[config.mk]
export PLATFORM = sky130hd
export DESIGN_NAME = spbm_serial_ports
export DESIGN_NICKNAME = d
export VERILOG_FILES = /design/src/spbm_pkg.sv /design/src/spbm_serial_ports.sv
export SDC_FILE = /design/constraint.sdc
export NUM_CORES = 2
export LEC_CHECK = 0
export BUFFER_PORTS_ARGS = -buffer_cell sky130_fd_sc_hd__buf_2
export CORE_MARGIN = 2
export CORE_UTILIZATION = 58
export DETAILED_ROUTE_END_ITERATION = 6
export PLACE_DENSITY = 0.82
export SLEW_MARGIN = 40
export SYNTH_ARGS = -nofsm -noshare
export SYNTH_HDL_FRONTEND = slang
export SYNTH_SLANG_ARGS = --single-unit
export TNS_END_PERCENT = 1
[constraint.sdc]
create_clock -name pclk -period 4.7 [get_ports pclk]
set_input_delay 0.235 -clock pclk [delete_from_list [all_inputs] [get_ports pclk]]
set_output_delay 0.235 -clock pclk [all_outputs]
set_load 0.1 [all_outputs]
[src/spbm_pkg.sv]
// Constants, register layout and carrier types of the serial-port block
package spbm_pkg;
  localparam int NPORT = 6;
  localparam int NEV   = 3;
  localparam int NEVT  = NPORT * NEV;

  localparam logic [7:0] PORT_STRIDE  = 8'h10;
  localparam logic [7:0] OFF_CTRL     = 8'h00;
  localparam logic [7:0] OFF_EXT      = 8'h04;
  localparam logic [7:0] OFF_DATA     = 8'h08;
  localparam logic [7:0] OFF_STAT     = 8'h0c;
  localparam logic [7:0] OFF_IRQ_STAT = 8'h60;
  localparam logic [7:0] OFF_IRQ_MASK = 8'h64;
  localparam logic [7:0] OFF_SYS      = 8'h68;
  localparam logic [7:0] OFF_BOOT     = 8'h6c;

  localparam int CTL_EN     = 0;
  localparam int CTL_SYNC   = 1;
  localparam int CTL_EXTCLK = 2;
  localparam int CTL_SEVEN  = 3;
  localparam int CTL_NINTH  = 4;
  localparam int CTL_IRDA   = 5;
  localparam int CTL_LANE   = 6;
  localparam int CTL_DIV    = 16;
  localparam int EXT_NOBRK  = 1;
  localparam int SYS_STMODE = 0;
  localparam int SYS_STGPO  = 2;
  localparam int SYS_GPOUT  = 3;
  localparam int SYS_GPOE   = 4;
  localparam int EV_RX      = 0;
  localparam int EV_TX      = 1;
  localparam int EV_BRK     = 2;

  localparam logic [15:0] MIN_DIV        = 16'h0008;
  localparam logic [31:0] CTRL_RST       = 32'h015b_0000;
  localparam logic [31:0] CTRL_CONV_RST  = 32'h0008_0003;
  localparam logic [31:0] PROGRAM_CABLE_CONNECTOR_CTRL      = 32'h015b_0001;
  localparam logic [31:0] EXT_RST        = 32'h0000_0000;
  localparam logic [4:0]  SYS_RST        = 5'h00;
  localparam logic [15:0] RUN_START_ADDR = 16'h0000;
  localparam logic [1:0]  BOOT_SETTLE    = 2'h3;
  localparam logic [3:0]  SYNC_BITS      = 4'h8;

  typedef enum logic [1:0] {ST_GPO, ST_FETCH, ST_INTACK, ST_HIGH} spbm_stmode_t;
  typedef enum logic [1:0] {RX_IDLE, RX_START, RX_BITS} spbm_rx_t;

  typedef struct packed {
    logic rx;
    logic sclk;
  } spbm_pin_in_t;

  typedef struct packed {
    logic tx;
    logic sclk;
    logic sclk_oe;
  } spbm_pin_out_t;
endpackage

[src/spbm_serial_ports.sv]
// Six serial ports with APB registers, startup-mode capture and status pin
//
// Behaviour
// - Async bit period never shorter than eight system clocks.
// - Seven or eight data bits per async character, chosen by control bit.
// - Optional ninth bit per character marks the first byte of a message.
// - Clocked mode shifts on a serial clock driven by port or partner.
// - Ports C and D clocked mode drive their clocks onto port D pins 2 and 0.
// - Ports E and F offer IrDA framing; nothing runs until configured.
// - E and F receive clock is taken from the lane carrying their transmit data.
// - Receiver flags a break when the input is held low.
// - Extended control bit 1 stops character assembly during a break.
// - Port A is the programming link in program mode, ordinary port in run mode.
// - Port A clock pin is general I/O while port A runs asynchronously.
// - On the converter variant port B is clocked; async use drops the converter link.
// - After reset, straps select cold boot or execution from address zero.
// - Straps sampled at reset: both high program mode, both low run mode.
// - Status pin: low on first opcode fetch, low on interrupt acknowledge, or output.
// - External reset restarts everything and straps are evaluated again.
//
// The APB slave port and the register offsets are this design's own decisions.
module spbm_serial_ports
  import spbm_pkg::*;
#(
  parameter bit HAS_CONVERTER = 1'b1
) (
  input  wire logic                      pclk,
  input  wire logic                      presetn,
  input  wire logic                      psel,
  input  wire logic                      penable,
  input  wire logic                      pwrite,
  input  wire logic [7:0]                paddr,
  input  wire logic [31:0]               pwdata,
  output logic      [31:0]               prdata,
  output logic                           pready,
  output logic                           pslverr,
  output logic                           irq,
  input  wire spbm_pin_in_t [NPORT-1:0]  ser_in,
  output spbm_pin_out_t     [NPORT-1:0]  ser_out,
  output logic      [2:0]                port_e_tx_data,
  output logic      [2:0]                port_f_tx_data,
  input  wire logic [2:0]                port_e_rx_clock,
  input  wire logic [2:0]                port_f_rx_clock,
  output logic                           portd_pin2_o,
  output logic                           portd_pin2_oe,
  output logic                           portd_pin0_o,
  output logic                           portd_pin0_oe,
  input  wire logic                      startup_mode_pin0,
  input  wire logic                      startup_mode_pin1,
  input  wire logic                      fetch_first_cycle,
  input  wire logic                      int_ack_cycle,
  output logic                           status_out,
  output logic                           boot_done,
  output logic                           cold_boot,
  output logic                           run_start,
  output logic      [15:0]               start_addr,
  output logic                           converter_link_en
);

  function automatic logic hit(input logic [7:0] a, input int p, input logic [7:0] off);
    hit = a == 8'(8'(p * 16) + off);
  endfunction

  logic                        setup, wr, rd, any_hit, g_hit, irq_rd;
  logic [31:0]                 prdata_q, rdata_any, g_data;
  logic                        slverr_q, status_q, status_d;
  logic [NEVT-1:0]             irq_st_q, irq_mask_q, irq_clr, ev;
  logic [4:0]                  sys_q;
  logic [2:0]                  sm0_s, sm1_s;
  logic [1:0]                  settle_q;
  logic                        boot_done_q, program_cable_connector_q, run_q, straps_ok;
  logic [NPORT-1:0][31:0]      prd_p;
  logic [NPORT-1:0]            phit, sync_v, en_v, ckv_v;
  logic [1:0][2:0]             ef_tx, ef_ck;
  spbm_stmode_t                st_mode;

  // APB: data captured in setup, answer in the single access cycle
  assign setup   = psel & ~penable;
  assign wr      = psel & penable & pwrite;
  assign rd      = psel & penable & ~pwrite;
  assign pready  = 1'b1;
  assign prdata  = prdata_q;
  assign pslverr = slverr_q & psel & penable;

  assign g_hit = paddr == OFF_IRQ_STAT || paddr == OFF_IRQ_MASK ||
                 paddr == OFF_SYS || paddr == OFF_BOOT;
  assign g_data = paddr == OFF_IRQ_STAT ? 32'(irq_st_q) :
                  paddr == OFF_IRQ_MASK ? 32'(irq_mask_q) :
                  paddr == OFF_SYS      ? 32'(sys_q) :
                  paddr == OFF_BOOT     ? {28'h0, ckv_v[0], run_q, program_cable_connector_q, boot_done_q} :
                  32'h0;

  always_comb begin
    rdata_any = g_hit ? g_data : 32'h0;
    any_hit   = g_hit;
    for (int p = 0; p < NPORT; p++) begin
      rdata_any = rdata_any | prd_p[p];
      any_hit   = any_hit | phit[p];
    end
  end

  always_ff @(posedge pclk or negedge presetn) begin
    if (!presetn) begin
      prdata_q <= 32'h0;
      slverr_q <= 1'b0;
    end else if (setup) begin
      prdata_q <= pwrite ? 32'h0 : rdata_any;
      slverr_q <= ~any_hit;
    end
  end

  // Only bits seen by the read are cleared; a new event wins
  assign irq_rd  = rd && paddr == OFF_IRQ_STAT;
  assign irq_clr = irq_rd ? prdata_q[NEVT-1:0] : '0;
  assign irq     = |(irq_st_q & irq_mask_q);

  always_ff @(posedge pclk or negedge presetn) begin
    if (!presetn) begin
      irq_st_q   <= '0;
      irq_mask_q <= '0;
      sys_q      <= SYS_RST;
    end else begin
      irq_st_q <= (irq_st_q & ~irq_clr) | ev;
      if (wr && paddr == OFF_IRQ_MASK) irq_mask_q <= pwdata[NEVT-1:0];
      if (wr && paddr == OFF_SYS) sys_q <= pwdata[4:0];
    end
  end

  // Strap capture after reset release, once synchronisers settle
  assign straps_ok = (sm0_s[1] == sm0_s[2]) && (sm1_s[1] == sm1_s[2]);

  always_ff @(posedge pclk or negedge presetn) begin
    if (!presetn) begin
      sm0_s       <= 3'h0;
      sm1_s       <= 3'h0;
      settle_q    <= 2'h0;
      boot_done_q <= 1'b0;
      program_cable_connector_q      <= 1'b0;
      run_q       <= 1'b0;
    end else begin
      sm0_s <= {sm0_s[1:0], startup_mode_pin0};
      sm1_s <= {sm1_s[1:0], startup_mode_pin1};
      if (!boot_done_q) begin
        if (settle_q != BOOT_SETTLE) begin
          settle_q <= settle_q + 2'h1;
        end else if (straps_ok) begin
          boot_done_q <= 1'b1;
          program_cable_connector_q      <= sm0_s[2] & sm1_s[2];
          run_q       <= ~sm0_s[2] & ~sm1_s[2];
        end
      end
    end
  end

  assign boot_done  = boot_done_q;
  assign cold_boot  = boot_done_q & program_cable_connector_q;
  assign run_start  = boot_done_q & run_q;
  assign start_addr = RUN_START_ADDR;

  // Status pin
  assign st_mode = spbm_stmode_t'(sys_q[SYS_STMODE +: 2]);

  always_comb begin
    case (st_mode)
      ST_GPO:    status_d = sys_q[SYS_STGPO];
      ST_FETCH:  status_d = ~fetch_first_cycle;
      ST_INTACK: status_d = ~int_ack_cycle;
      default:   status_d = 1'b1;
    endcase
  end

  always_ff @(posedge pclk or negedge presetn) begin
    if (!presetn) status_q <= 1'b1;
    else status_q <= status_d;
  end

  assign status_out = status_q;

  assign ef_ck          = {port_f_rx_clock, port_e_rx_clock};
  assign port_e_tx_data = ef_tx[0];
  assign port_f_tx_data = ef_tx[1];

  for (genvar p = 0; p < NPORT; p++) begin : g_port
    localparam bit EF     = p >= 4;
    localparam bit CLK_OK = p < 4;
    localparam logic [31:0] RST = (p == 1 && HAS_CONVERTER) ? CTRL_CONV_RST : CTRL_RST;

    logic [31:0] ctrl_q, ext_q, ctl;
    logic [2:0]  rx_s, ck_s;
    logic        rxv_q, ckv_q, rxp_q, ckp_q, tx_q;
    logic [15:0] div, half, bcnt_q, rcnt_q;
    logic [10:0] sh_q, frame;
    logic [3:0]  bit_q, ridx_q, nbits, rlast, tx_len;
    logic [8:0]  rsh_q, rdat_q, a_word, rx_word;
    logic        busy_q, rfull_q, ovr_q, brk_q;
    logic        en, sync_m, ext_m, irda_m, seven, nin, nobrk;
    logic        rise, fall, rx_fall, tick, samp, tx_done, start_tx;
    logic        rx_start, rs_tick, stop_ev, brk_det, store, txb, sck, sck_oe;
    logic        wr_c, wr_e, wr_d, rd_d, rd_s, ck_pin;
    logic [1:0]  lane;
    spbm_rx_t    rst_q;

    assign ctl    = (p == 0 && program_cable_connector_q) ? PROGRAM_CABLE_CONNECTOR_CTRL : ctrl_q;
    assign en     = ctl[CTL_EN];
    assign sync_m = CLK_OK && ctl[CTL_SYNC];
    assign ext_m  = sync_m && ctl[CTL_EXTCLK];
    assign irda_m = EF && ctl[CTL_IRDA];
    assign seven  = ctl[CTL_SEVEN] & ~sync_m;
    assign nin    = ctl[CTL_NINTH] & ~sync_m;
    assign nobrk  = ext_q[EXT_NOBRK];
    assign div    = ctl[CTL_DIV +: 16] < MIN_DIV ? MIN_DIV : ctl[CTL_DIV +: 16];
    assign half   = {1'b0, div[15:1]};
    assign lane   = ctl[CTL_LANE +: 2] == 2'h3 ? 2'h0 : ctl[CTL_LANE +: 2];
    assign nbits  = seven ? 4'h7 : 4'h8;

    if (EF) begin : g_ef
      assign ck_pin = ef_ck[p-4][lane];
      for (genvar l = 0; l < 3; l++) begin : g_lane
        assign ef_tx[p-4][l] = (lane == 2'(l)) ? tx_q : 1'b1;
      end
    end else begin : g_ck
      assign ck_pin = ser_in[p].sclk;
    end

    // Pin synchronisers: a change counts when stages two and three agree
    always_ff @(posedge pclk or negedge presetn) begin
      if (!presetn) begin
        rx_s  <= 3'h7;
        ck_s  <= 3'h7;
        rxv_q <= 1'b1;
        ckv_q <= 1'b1;
        rxp_q <= 1'b1;
        ckp_q <= 1'b1;
      end else begin
        rx_s  <= {rx_s[1:0], ser_in[p].rx};
        ck_s  <= {ck_s[1:0], ck_pin};
        rxv_q <= (rx_s[1] == rx_s[2]) ? rx_s[2] : rxv_q;
        ckv_q <= (ck_s[1] == ck_s[2]) ? ck_s[2] : ckv_q;
        rxp_q <= rxv_q;
        ckp_q <= ckv_q;
      end
    end

    assign rise    = ckv_q & ~ckp_q;
    assign fall    = ~ckv_q & ckp_q;
    assign rx_fall = rxp_q & ~rxv_q;

    assign wr_c = wr && hit(paddr, p, OFF_CTRL);
    assign wr_e = wr && hit(paddr, p, OFF_EXT);
    assign wr_d = wr && hit(paddr, p, OFF_DATA);
    assign rd_d = rd && hit(paddr, p, OFF_DATA);
    assign rd_s = rd && hit(paddr, p, OFF_STAT);

    always_ff @(posedge pclk or negedge presetn) begin
      if (!presetn) begin
        ctrl_q <= RST;
        ext_q  <= EXT_RST;
      end else begin
        if (wr_c) ctrl_q <= pwdata;
        if (wr_e) ext_q <= pwdata;
      end
    end

    // Transmit frame, LSB first, padded with stop-level ones
    assign frame = sync_m ? {3'h7, pwdata[7:0]} :
                   seven  ? (nin ? {2'h3, pwdata[8], pwdata[6:0], 1'b0}
                                 : {3'h7, pwdata[6:0], 1'b0})
                          : (nin ? {1'b1, pwdata[8:0], 1'b0}
                                 : {2'h3, pwdata[7:0], 1'b0});
    assign tx_len   = sync_m ? SYNC_BITS : 4'(nbits + {3'h0, nin} + 4'h2);
    assign tick     = ext_m ? fall : (bcnt_q == 16'(div - 16'h1));
    assign samp     = busy_q && sync_m && (ext_m ? rise : bcnt_q == half);
    assign tx_done  = busy_q && tick && bit_q == 4'h1;
    assign start_tx = wr_d && en && !busy_q;

    always_ff @(posedge pclk or negedge presetn) begin
      if (!presetn) begin
        busy_q <= 1'b0;
        sh_q   <= 11'h7ff;
        bit_q  <= 4'h0;
        bcnt_q <= 16'h0;
      end else if (start_tx) begin
        busy_q <= 1'b1;
        sh_q   <= frame;
        bit_q  <= tx_len;
        bcnt_q <= 16'h0;
      end else if (busy_q) begin
        bcnt_q <= (bcnt_q == 16'(div - 16'h1)) ? 16'h0 : 16'(bcnt_q + 16'h1);
        if (tick) begin
          sh_q   <= {1'b1, sh_q[10:1]};
          bit_q  <= bit_q - 4'h1;
          busy_q <= bit_q != 4'h1;
        end
      end
    end

    // Async receiver
    assign rx_start = en && !sync_m && rx_fall && !(nobrk && brk_q);
    assign rlast    = 4'(nbits + {3'h0, nin});
    assign rs_tick  = rcnt_q == 16'(div - 16'h1);
    assign stop_ev  = rst_q == RX_BITS && rs_tick && ridx_q == rlast;
    assign brk_det  = stop_ev && !rxv_q && rsh_q == 9'h0;
    assign a_word   = seven ? {nin & rsh_q[7], 1'b0, rsh_q[6:0]} : {nin & rsh_q[8], rsh_q[7:0]};
    assign rx_word  = sync_m ? {1'b0, rsh_q[8:1]} : a_word;
    assign store    = (stop_ev && !(brk_det && nobrk)) || (sync_m && tx_done);

    always_ff @(posedge pclk or negedge presetn) begin
      if (!presetn) begin
        rst_q  <= RX_IDLE;
        rcnt_q <= 16'h0;
        ridx_q <= 4'h0;
        rsh_q  <= 9'h0;
      end else begin
        if (samp) rsh_q <= {rxv_q, rsh_q[8:1]};
        case (rst_q)
          RX_IDLE: if (rx_start) begin
            rst_q  <= RX_START;
            rcnt_q <= 16'h0;
            ridx_q <= 4'h0;
            rsh_q  <= 9'h0;
          end
          RX_START: if (rcnt_q == half) begin
            rcnt_q <= 16'h0;
            rst_q  <= rxv_q ? RX_IDLE : RX_BITS;
          end else begin
            rcnt_q <= 16'(rcnt_q + 16'h1);
          end
          RX_BITS: if (rs_tick) begin
            rcnt_q <= 16'h0;
            if (ridx_q == rlast) begin
              rst_q <= RX_IDLE;
            end else begin
              rsh_q[ridx_q] <= rxv_q;
              ridx_q        <= ridx_q + 4'h1;
            end
          end else begin
            rcnt_q <= 16'(rcnt_q + 16'h1);
          end
          default: rst_q <= RX_IDLE;
        endcase
      end
    end

    always_ff @(posedge pclk or negedge presetn) begin
      if (!presetn) begin
        rdat_q  <= 9'h0;
        rfull_q <= 1'b0;
        ovr_q   <= 1'b0;
        brk_q   <= 1'b0;
        tx_q    <= 1'b1;
      end else begin
        if (store) rdat_q <= rx_word;
        rfull_q <= store | (rfull_q & ~rd_d);
        ovr_q   <= (store & rfull_q & ~rd_d) | (ovr_q & ~rd_s);
        brk_q   <= brk_det | (brk_q & ~rxv_q);
        tx_q    <= txb;
      end
    end

    // IrDA sends a quarter-bit high pulse per zero bit, idles low
    assign txb = irda_m ? (busy_q && !sh_q[0] && bcnt_q < {2'h0, div[15:2]})
                        : (busy_q ? sh_q[0] : 1'b1);
    assign sck    = (p == 0 && !sync_m) ? sys_q[SYS_GPOUT] :
                    (busy_q && !ext_m) ? (bcnt_q >= half) : 1'b1;
    assign sck_oe = (p == 0 && !sync_m) ? sys_q[SYS_GPOE] : (en && sync_m && !ext_m);

    assign ser_out[p] = {tx_q, sck, sck_oe};
    assign ev[p*NEV + EV_RX]  = store;
    assign ev[p*NEV + EV_TX]  = tx_done;
    assign ev[p*NEV + EV_BRK] = brk_det;
    assign sync_v[p] = sync_m;
    assign en_v[p]   = en;
    assign ckv_v[p]  = ckv_q;
    assign phit[p]   = hit(paddr, p, OFF_CTRL) || hit(paddr, p, OFF_EXT) ||
                       hit(paddr, p, OFF_DATA) || hit(paddr, p, OFF_STAT);
    assign prd_p[p]  = hit(paddr, p, OFF_CTRL) ? ctrl_q :
                       hit(paddr, p, OFF_EXT)  ? ext_q :
                       hit(paddr, p, OFF_DATA) ? {23'h0, rdat_q} :
                       hit(paddr, p, OFF_STAT) ? {27'h0, rxv_q, ovr_q, brk_q, rfull_q, busy_q} :
                       32'h0;
  end

  assign portd_pin2_o      = ser_out[2].sclk;
  assign portd_pin2_oe     = ser_out[2].sclk_oe;
  assign portd_pin0_o      = ser_out[3].sclk;
  assign portd_pin0_oe     = ser_out[3].sclk_oe;
  assign converter_link_en = HAS_CONVERTER && sync_v[1] && en_v[1];

endmodule

# --- Word level (Yosys, flattened, before mapping) ---
# Cells that the tools add are included.
totals:
  regBits: 976
  inputBits: 67
  out_inout_bits: 84
  wordCells: 1076
op_classes:
  addsub: 43
  magnitude_cmp: 26
  n_eq_ne: 130
  muxes: 318
  n_bitwise: 147
  n_reduce_logical: 280
op_table:
  columns: ["cell", "count"]
  rows:
  - ["$mux 16", 42]
  - ["$mux 32", 14]
  - ["$mux 9", 44]
  - ["$pmux 16 s3", 6]
  - ["$mux 11", 18]
  - ["$add 16x1->16 const B", 12]
  - ["$eq 16x16->1", 12]
  - ["$mux 4", 47]
  - ["$eq 16x15->1", 10]
  - ["$mux 10", 16]
  - ["$or 32x32->32", 5]
  - ["$logic_and 1x1->1", 154]
  - ["$pmux 9 s2", 6]
  - ["$eq 8x7->1 const B", 12]
  - ["$ge 16x15->1", 6]
  - ["$lt 16x4->1 const B", 6]
  - ["$sub 16x1->16 const B", 6]
  - ["$and 1x1->1", 74]
  - ["$mux 18", 4]
  - ["$eq 8x6->1 const B", 8]
  - ["$mux 2", 32]
  - ["$mux 1", 57]
  - ["$bwmux 9", 6]
  - ["$logic_not 9->1", 6]
  - ["40 further kinds", 341]

# --- Logic depth before layout (Yosys ltp) ---
logic_depth:
  ltp_word: 16
  depth_mapped: 20
  depth_no_buf: 16

# --- Worst setup path after synthesis ---
# No wires, ideal clock.
synth_timing:
  path_type: "reg2out"
  startpoint: "reg g_port[2].ctrl_q[31]"
  endpoint: "out ser_out[7] in the netlist's numbering"
  arrival_time_ns: 6.909
  required_ns: 4.465
  slack_ns: -2.444
  path_stages_with_launch: 17
  n_path_buf: 3
  path_cell_list: "dfrtp_1 > clkbuf_1 > nor4_1 > and4_1 > clkbuf_1 > nor2_1 > ha_1 > o21a_1 > o21ai_0 > nand2b_1 > a21oi_1 > nor2b_1 > o21ai_0 > nand2b_1 > a21oi_1 > o311ai_0 > buf_4"
synth_via:
  elab_chain_len: 4
synth_rtl:
  columns: ["element", "line_no", "source"]
  rows:
  - ["from (decl)", "spbm_serial_ports.sv:188", "logic [31:0] ctrl_q, ext_q, ctl;"]
  - ["from (signal assigned)", "spbm_serial_ports.sv:259", "if (wr_c) ctrl_q <= pwdata;"]
  - ["$lt 16x4->1", "spbm_serial_ports.sv:211", "assign div = ctl[CTL_DIV +: 16] < MIN_DIV ? MIN_DIV : ctl[CTL_DIV +: 16];"]
  - ["$mux 16 *", "spbm_serial_ports.sv:211", null]
  - ["$ge 16x15->1 *", "spbm_serial_ports.sv:364", "(busy_q && !ext_m) ? (bcnt_q >= half) : 1'b1;"]
  - ["$mux 1 *", "spbm_serial_ports.sv:364", null]
  - ["to (decl)", "spbm_serial_ports.sv:39", "output spbm_pin_out_t [NPORT-1:0] ser_out,"]
# Every way passes the cells marked *; elsewhere a longest branch is shown, timed or not.

# --- Worst setup path in the final report ---
layout_timing:
  startpoint: "reg program_cable_connector_q"
  endpoint: "reg g_port[0].rdat_q[8]"
layout_via:
  elab_chain_len: 13
  elab_cells_between_ends: 29
  cone_classes: "2 x add/sub; 1 x order compare; 3 x eq/ne; 6 x mux; 5 x bitwise; 12 x reduce/logical"
layout_rtl:
  columns: ["element", "line_no", "source"]
  rows:
  - ["from (decl)", "spbm_serial_ports.sv:71", "logic boot_done_q, program_cable_connector_q, run_q, straps_ok;"]
  - ["from (signal assigned)", "spbm_serial_ports.sv:148", "program_cable_connector_q <= sm0_s[2] & sm1_s[2];"]
  - ["$mux 32 *", "spbm_serial_ports.sv:203", "assign ctl = (p == 0 && program_cable_connector_q) ? PROGRAM_CABLE_CONNECTOR_CTRL : ctrl_q;"]
  - ["$lt 16x4->1 / $not 1->1 (equally long branches)", "spbm_serial_ports.sv:211, spbm_serial_ports.sv:208, spbm_serial_ports.sv:209", null]
  - ["$mux 16 / $and 1x1->1 (equally long branches)", "spbm_serial_ports.sv:211, spbm_serial_ports.sv:208", null]
  - ["$sub 16x1->16 / $mux 4 (equally long branches)", "spbm_serial_ports.sv:271, spbm_serial_ports.sv:300, spbm_serial_ports.sv:214", null]
  - ["$eq 16x16->1 / $add 4x1->4 (equally long branches)", "spbm_serial_ports.sv:300, spbm_serial_ports.sv:299", null]
  - ["$logic_and 1x1->1 / $eq 4x4->1 (equally long branches)", "spbm_serial_ports.sv:301", "assign stop_ev = rst_q == RX_BITS && rs_tick && ridx_q == rlast;"]
  - ["$logic_and 1x1->1", "spbm_serial_ports.sv:301", null]
  - ["$logic_and 1x1->1 (2 in a row)", "spbm_serial_ports.sv:302", "assign brk_det = stop_ev && !rxv_q && rsh_q == 9'h0;"]
  - ["$logic_and 1x1->1", "spbm_serial_ports.sv:305", "assign store = (stop_ev && !(brk_det && nobrk)) || (sync_m && tx_done);"]
  - ["$logic_not 1->1", "spbm_serial_ports.sv:305", null]
  - ["$logic_and 1x1->1", "spbm_serial_ports.sv:305", null]
  - ["$logic_or 1x1->1", "spbm_serial_ports.sv:305", null]
  - ["to (signal assigned)", "spbm_serial_ports.sv:352", "if (store) rdat_q <= rx_word;"]
  - ["to (decl)", "spbm_serial_ports.sv:194", "logic [8:0] rsh_q, rdat_q, a_word, rx_word;"]
# Marks and branches as above.
# A chain may end at the register's enable or synchronous reset.

==> metrics.md <==
| Metric | Value |
|---|---|
| Tot Pwr | 21.31 mW |
| Largest net degree at the start of global routing | 123 |
| Max stage delay on crit path | 570 ps |
| WL met1 | 76410 um |
| Post-Syn Area | between 50000 and 60000 sq um |
| Iter 0 DRT Violations | roughly 6600 |
| Critical-path cell list | or4_4, nor4_4, nand2_2, o21ai_1, ha_2, or4b_4, or4_4, nand2b_4, or3_1, a221oi_2, o2111a_2, nand4_4, nand2_2, a32o_2, mux2_2 |
| R2r worst-path depth | 15 |
| Netlist cell types | roughly 110 |
| Pre-CTS setup slack | -143.7 ps |
| Finish-stage setup viols | 6 |
| Initial antenna violation count | 15 |
| Sw Share | 0.2905 |
| # IOs | approximately 150 |
| Average routed wire per standard cell | between 20 and 30 um |
| RR Startpoint | program_cable_connector_q |
| WL met3 | 24530 um |
| Design Area, Final | 67190 sq um |
| Bufs and invs on worst path | 0 |
| FFs w/ async S/R, synth | 1.000 |
| Clock power frac | 0.416 |
| Routed vias | between 50000 and 60000 |
| Final period utilization | 1.011 |
| Arrival time of the worst setup path | around 5300 ps |
| Worst EP required | 5290 ps |
| Drt first pass iters | 7 |
| Post-synth top cells | 820 x dfrtp_1, 536 x nand2_1, 495 x mux2_2 |
| Die area | between 100000 and 150000 sq um |
| Root buffer cell | clkbuf_16 |
| Status | finished, violations left |
| Top sig layer | met5 |
| CP max FO | 6 |
| Overflow after GRT | 0 |
| Final critical-path required period | around 4800 ps |
| Max cap viols | 0 |
| Top FF cell, synth | dfrtp_1 |
| Clk_lat worst skew | slightly above 700 ps |
| Core ar. | roughly 100000 sq um |
| Port Buffers | 123 |
| Cells after Synth | 6174 |
| Via density per instance | 6.835 |
| Setup CP Type | register to register |
| EDFF count, synth | 0 |
| Synth warn | 0 |
| Cell Area, Placed | 62670 sq um |
| HP Class | input port to async pin |
| Slew Limit Fails | 0 |
| Worst setup path start | program_cable_connector_q |
| Cell with the most instances after synthesis | dfrtp_1 |
| Detailed-route DRC error count | 7 |
| Initial Utilization | 0.5842 |
| Crit-path leading delay family | simple AND/OR/NAND/NOR gates |
| CTS buffer count | between 100 and 150 |
| Die X | 323.9 um |
| Vert. Die Dim | 323.9 um |
| Post-Route WL | just over 200000 um |
| Combinational Power Share | 0.167 |
| Hold slack | roughly 27 ps |
| Avg Inst Size Synth | 9.613 sq um |
| Number of global-route vias before repair | 51079 |
| Fin nets | between 6000 and 7000 |
| H-tree levels | 3 |
| Crit-path slowest cell | or4_4 |
| First-pass GRT wire length | between 300000 and 400000 um |
| Endpoint class of the critical path | register |
| CTS sink cnt | just under 1000 |
| Worst VDD drop | roughly 300 uV |
| WP depth | 15 |
| Share of cells above drive strength 1 | 0.2304 |
| GR Util All Layers | 0.3839 |
| Max Fclk | around 210 MHz |
| Internal | 15.12 mW |
| Placer Congestion | around 1.0 |
| Part of the power in registers | 0.417 |
| Static Leak | ~30 nW |
| Area leader, netlist | dfrtp_1 |
| Least-Margin Pin Slew | around 1000 ps |
| Ranking of synthesized cells by area | dfrtp_1 35%, mux2_2 9.4%, dfstp_2 6.6% |
| Post-DP HPWL | around 140000 um |
| Pwr Density | about 320 nW/um^2 |
| Area fraction of the dominant cell type after synthesis | 0.3457 |
| Final hold viol count | 0 |
| # rows | between 100 and 150 |
| RR Endpoint | g_port[0].rdat_q[8] |
| CP startpoint kind | register |
| CTS clk-pin slew, worst paths | around 70 ps |
| RSZ-0062 raised after global routing | true |
| Net switching power | approximately 6.2 mW |
| Final Skew | approximately 39 ps |
| Post-synthesis register bit count | 970 |
| Number of routed nets with antenna violations | 0 |
| Area grow syn2layout | 13.20% |
| Maximum clock path buffer count | 3 |
| Fin worst setup slack | -51.39 ps |
| R2R Setup Slk | -50 ps |
| Slew headroom | 0.3279 |
| Met2 WL | between 80000 and 90000 um |
| Worst Setup EP | g_port[0].rdat_q[8] |
| Register area share after synthesis | 0.4122 |
| CTS tree | built |
| Failing checks | DRC, setup timing |
==> power groups by stage <==
| stage | combinational [mW] | sequential (mW) | clock [mW] |
|---|---|---|---|
| floorplan | 2.23 | 8.88 | 0 |
| global placement | 3.27 | 9.00 | 0 |
| detailed placement | 3.33 | 9.01 | 0 |
| CTS | 3.41 | 8.87 | 8.89 |
| global route | 3.84 | 8.90 | 9.23 |
| finish | 3.55 | 8.88 | 8.87 |
==> kinds of logic (layout without fill, tap and decap cells) <==
family | count (synthesis) | count (layout) | share of synthesized area
AOI/OAI and AO/OA | 1423 | 1424 | 0.1663
xor gates and xnor gates | 297 | 297 | 0.04476
adders and majority gates | 220 | 220 | 0.04596
buffers and inverters | 712 | 905 | 0.04840
DFF | 970 | 970 | 0.4122
muxes | 593 | 593 | 0.1106
other | 2 | 37 | 0.0001265
and+or+nand+nor | 1957 | 1957 | 0.1717
==> registers in the layout, summed over array words and instances, names as in the netlist, 12 cells and up <==
signal / cells
g_port.rst_q: 12
g_port.sh_q: 60
g_port.ctl: 160
prdata: 32
irq_st_q: 18
g_port.rx_s: 18
g_port.ridx_q: 24
g_port.rdat_q: 54
g_port.ck_s: 12
g_port.rcnt_q: 96
g_port.bcnt_q: 96
g_port.ext_q: 192
irq_mask_q: 18
g_port.bit_q: 24
g_port.ctrl_q: 32
g_port.rsh_q: 54
==> worst register-to-register path, stage by stage, from the launching register on <==
cell and delay, ps:
dfrtp_1 400, or4_4 570, nor4_4 180, nand2_2 120, o21ai_1 100, ha_2 190, or4b_4 470, or4_4 510
nand2b_4 200, or3_1 390, a221oi_2 310, o2111a_2 290, nand4_4 80, nand2_2 140, a32o_2 320, mux2_2 360
==> final cells by class <==
type                    count  area, sq um
fillers                  7733        34410
multi-input cells        4510        32700
flip-flops and latches    970        24460
repair buffers            496         3765
clock buffers             146         2990
well taps                1368         1712
inverters                 217        814.5
clock inverters            46        695.7
diodes                     18        45.04
==> through the flow <==
stage | cells | utilization | TNS (ps)
2_1_floorplan | 6191 | - | -6393
3_3_place_gp | 7523 | 0.6160 | -1766
3_5_place_dp | 7526 | 0.6169 | -2015
4_1_cts | 7742 | 0.6565 | -336.6
5_1_grt | 7756 | 0.6609 | -2851
6_report | 7771 | 0.6613 | -238.7
==> worst min path at each step <==
stage	startpoint	to	slack, ps	depth (start not counted)
3_3_place_gp	ser_in[1]	g_port[0].rx_s[0]	340	1
3_5_place_dp	presetn	g_port[2].bcnt_q[1]	320	1
4_1_cts	pwdata[1]	g_port[4].sh_q[2]	10	3
6_report	presetn	g_port[2].bcnt_q[0]	30	2
5_1_grt	presetn	g_port[3].bcnt_q[5]	40	2
2_1_floorplan	presetn	boot_done	-60	0
==> placed cells by master (no fill, tap or decap), drive strengths merged, types with 58 or more instances in the layout <==
cell / count
a21o: 80
a21oi: 187
a22o: 74
a22oi: 107
a31oi: 58
and3: 150
buf: 473
clkbuf: 146
dfrtp: 820
dfstp: 150
ha: 210
inv: 221
mux2: 500
mux2i: 93
nand2: 537
nand2b: 115
nand3: 164
nand4: 108
nor2: 326
nor2b: 84
nor3: 101
nor4: 90
o21ai: 392
o31ai: 83
xnor2: 171
xor2: 122
==> timing repair <==
| item | in CTS | in global routing |
|---|---|---|
| hold buffers | 23 | 0 |
| pin swaps | 5 | 21 |
| endpoints found under the hold margin | 173 | 0 |
| gates resized for setup | 25 | 87 |
| setup buffers | 0 | 8 |
| setup endpoints to repair | 96 | 313 |
| gates cloned | 1 | 0 |
==> layer usage <==
metal,track usage,up-vias
met2,0.5747,3340
li1,-,22819
met1,0.4929,26044
met4,0.2326,12
met3,0.1109,899
met5,0.0004630,-
Note: power is estimated with default switching activity, not from simulation.
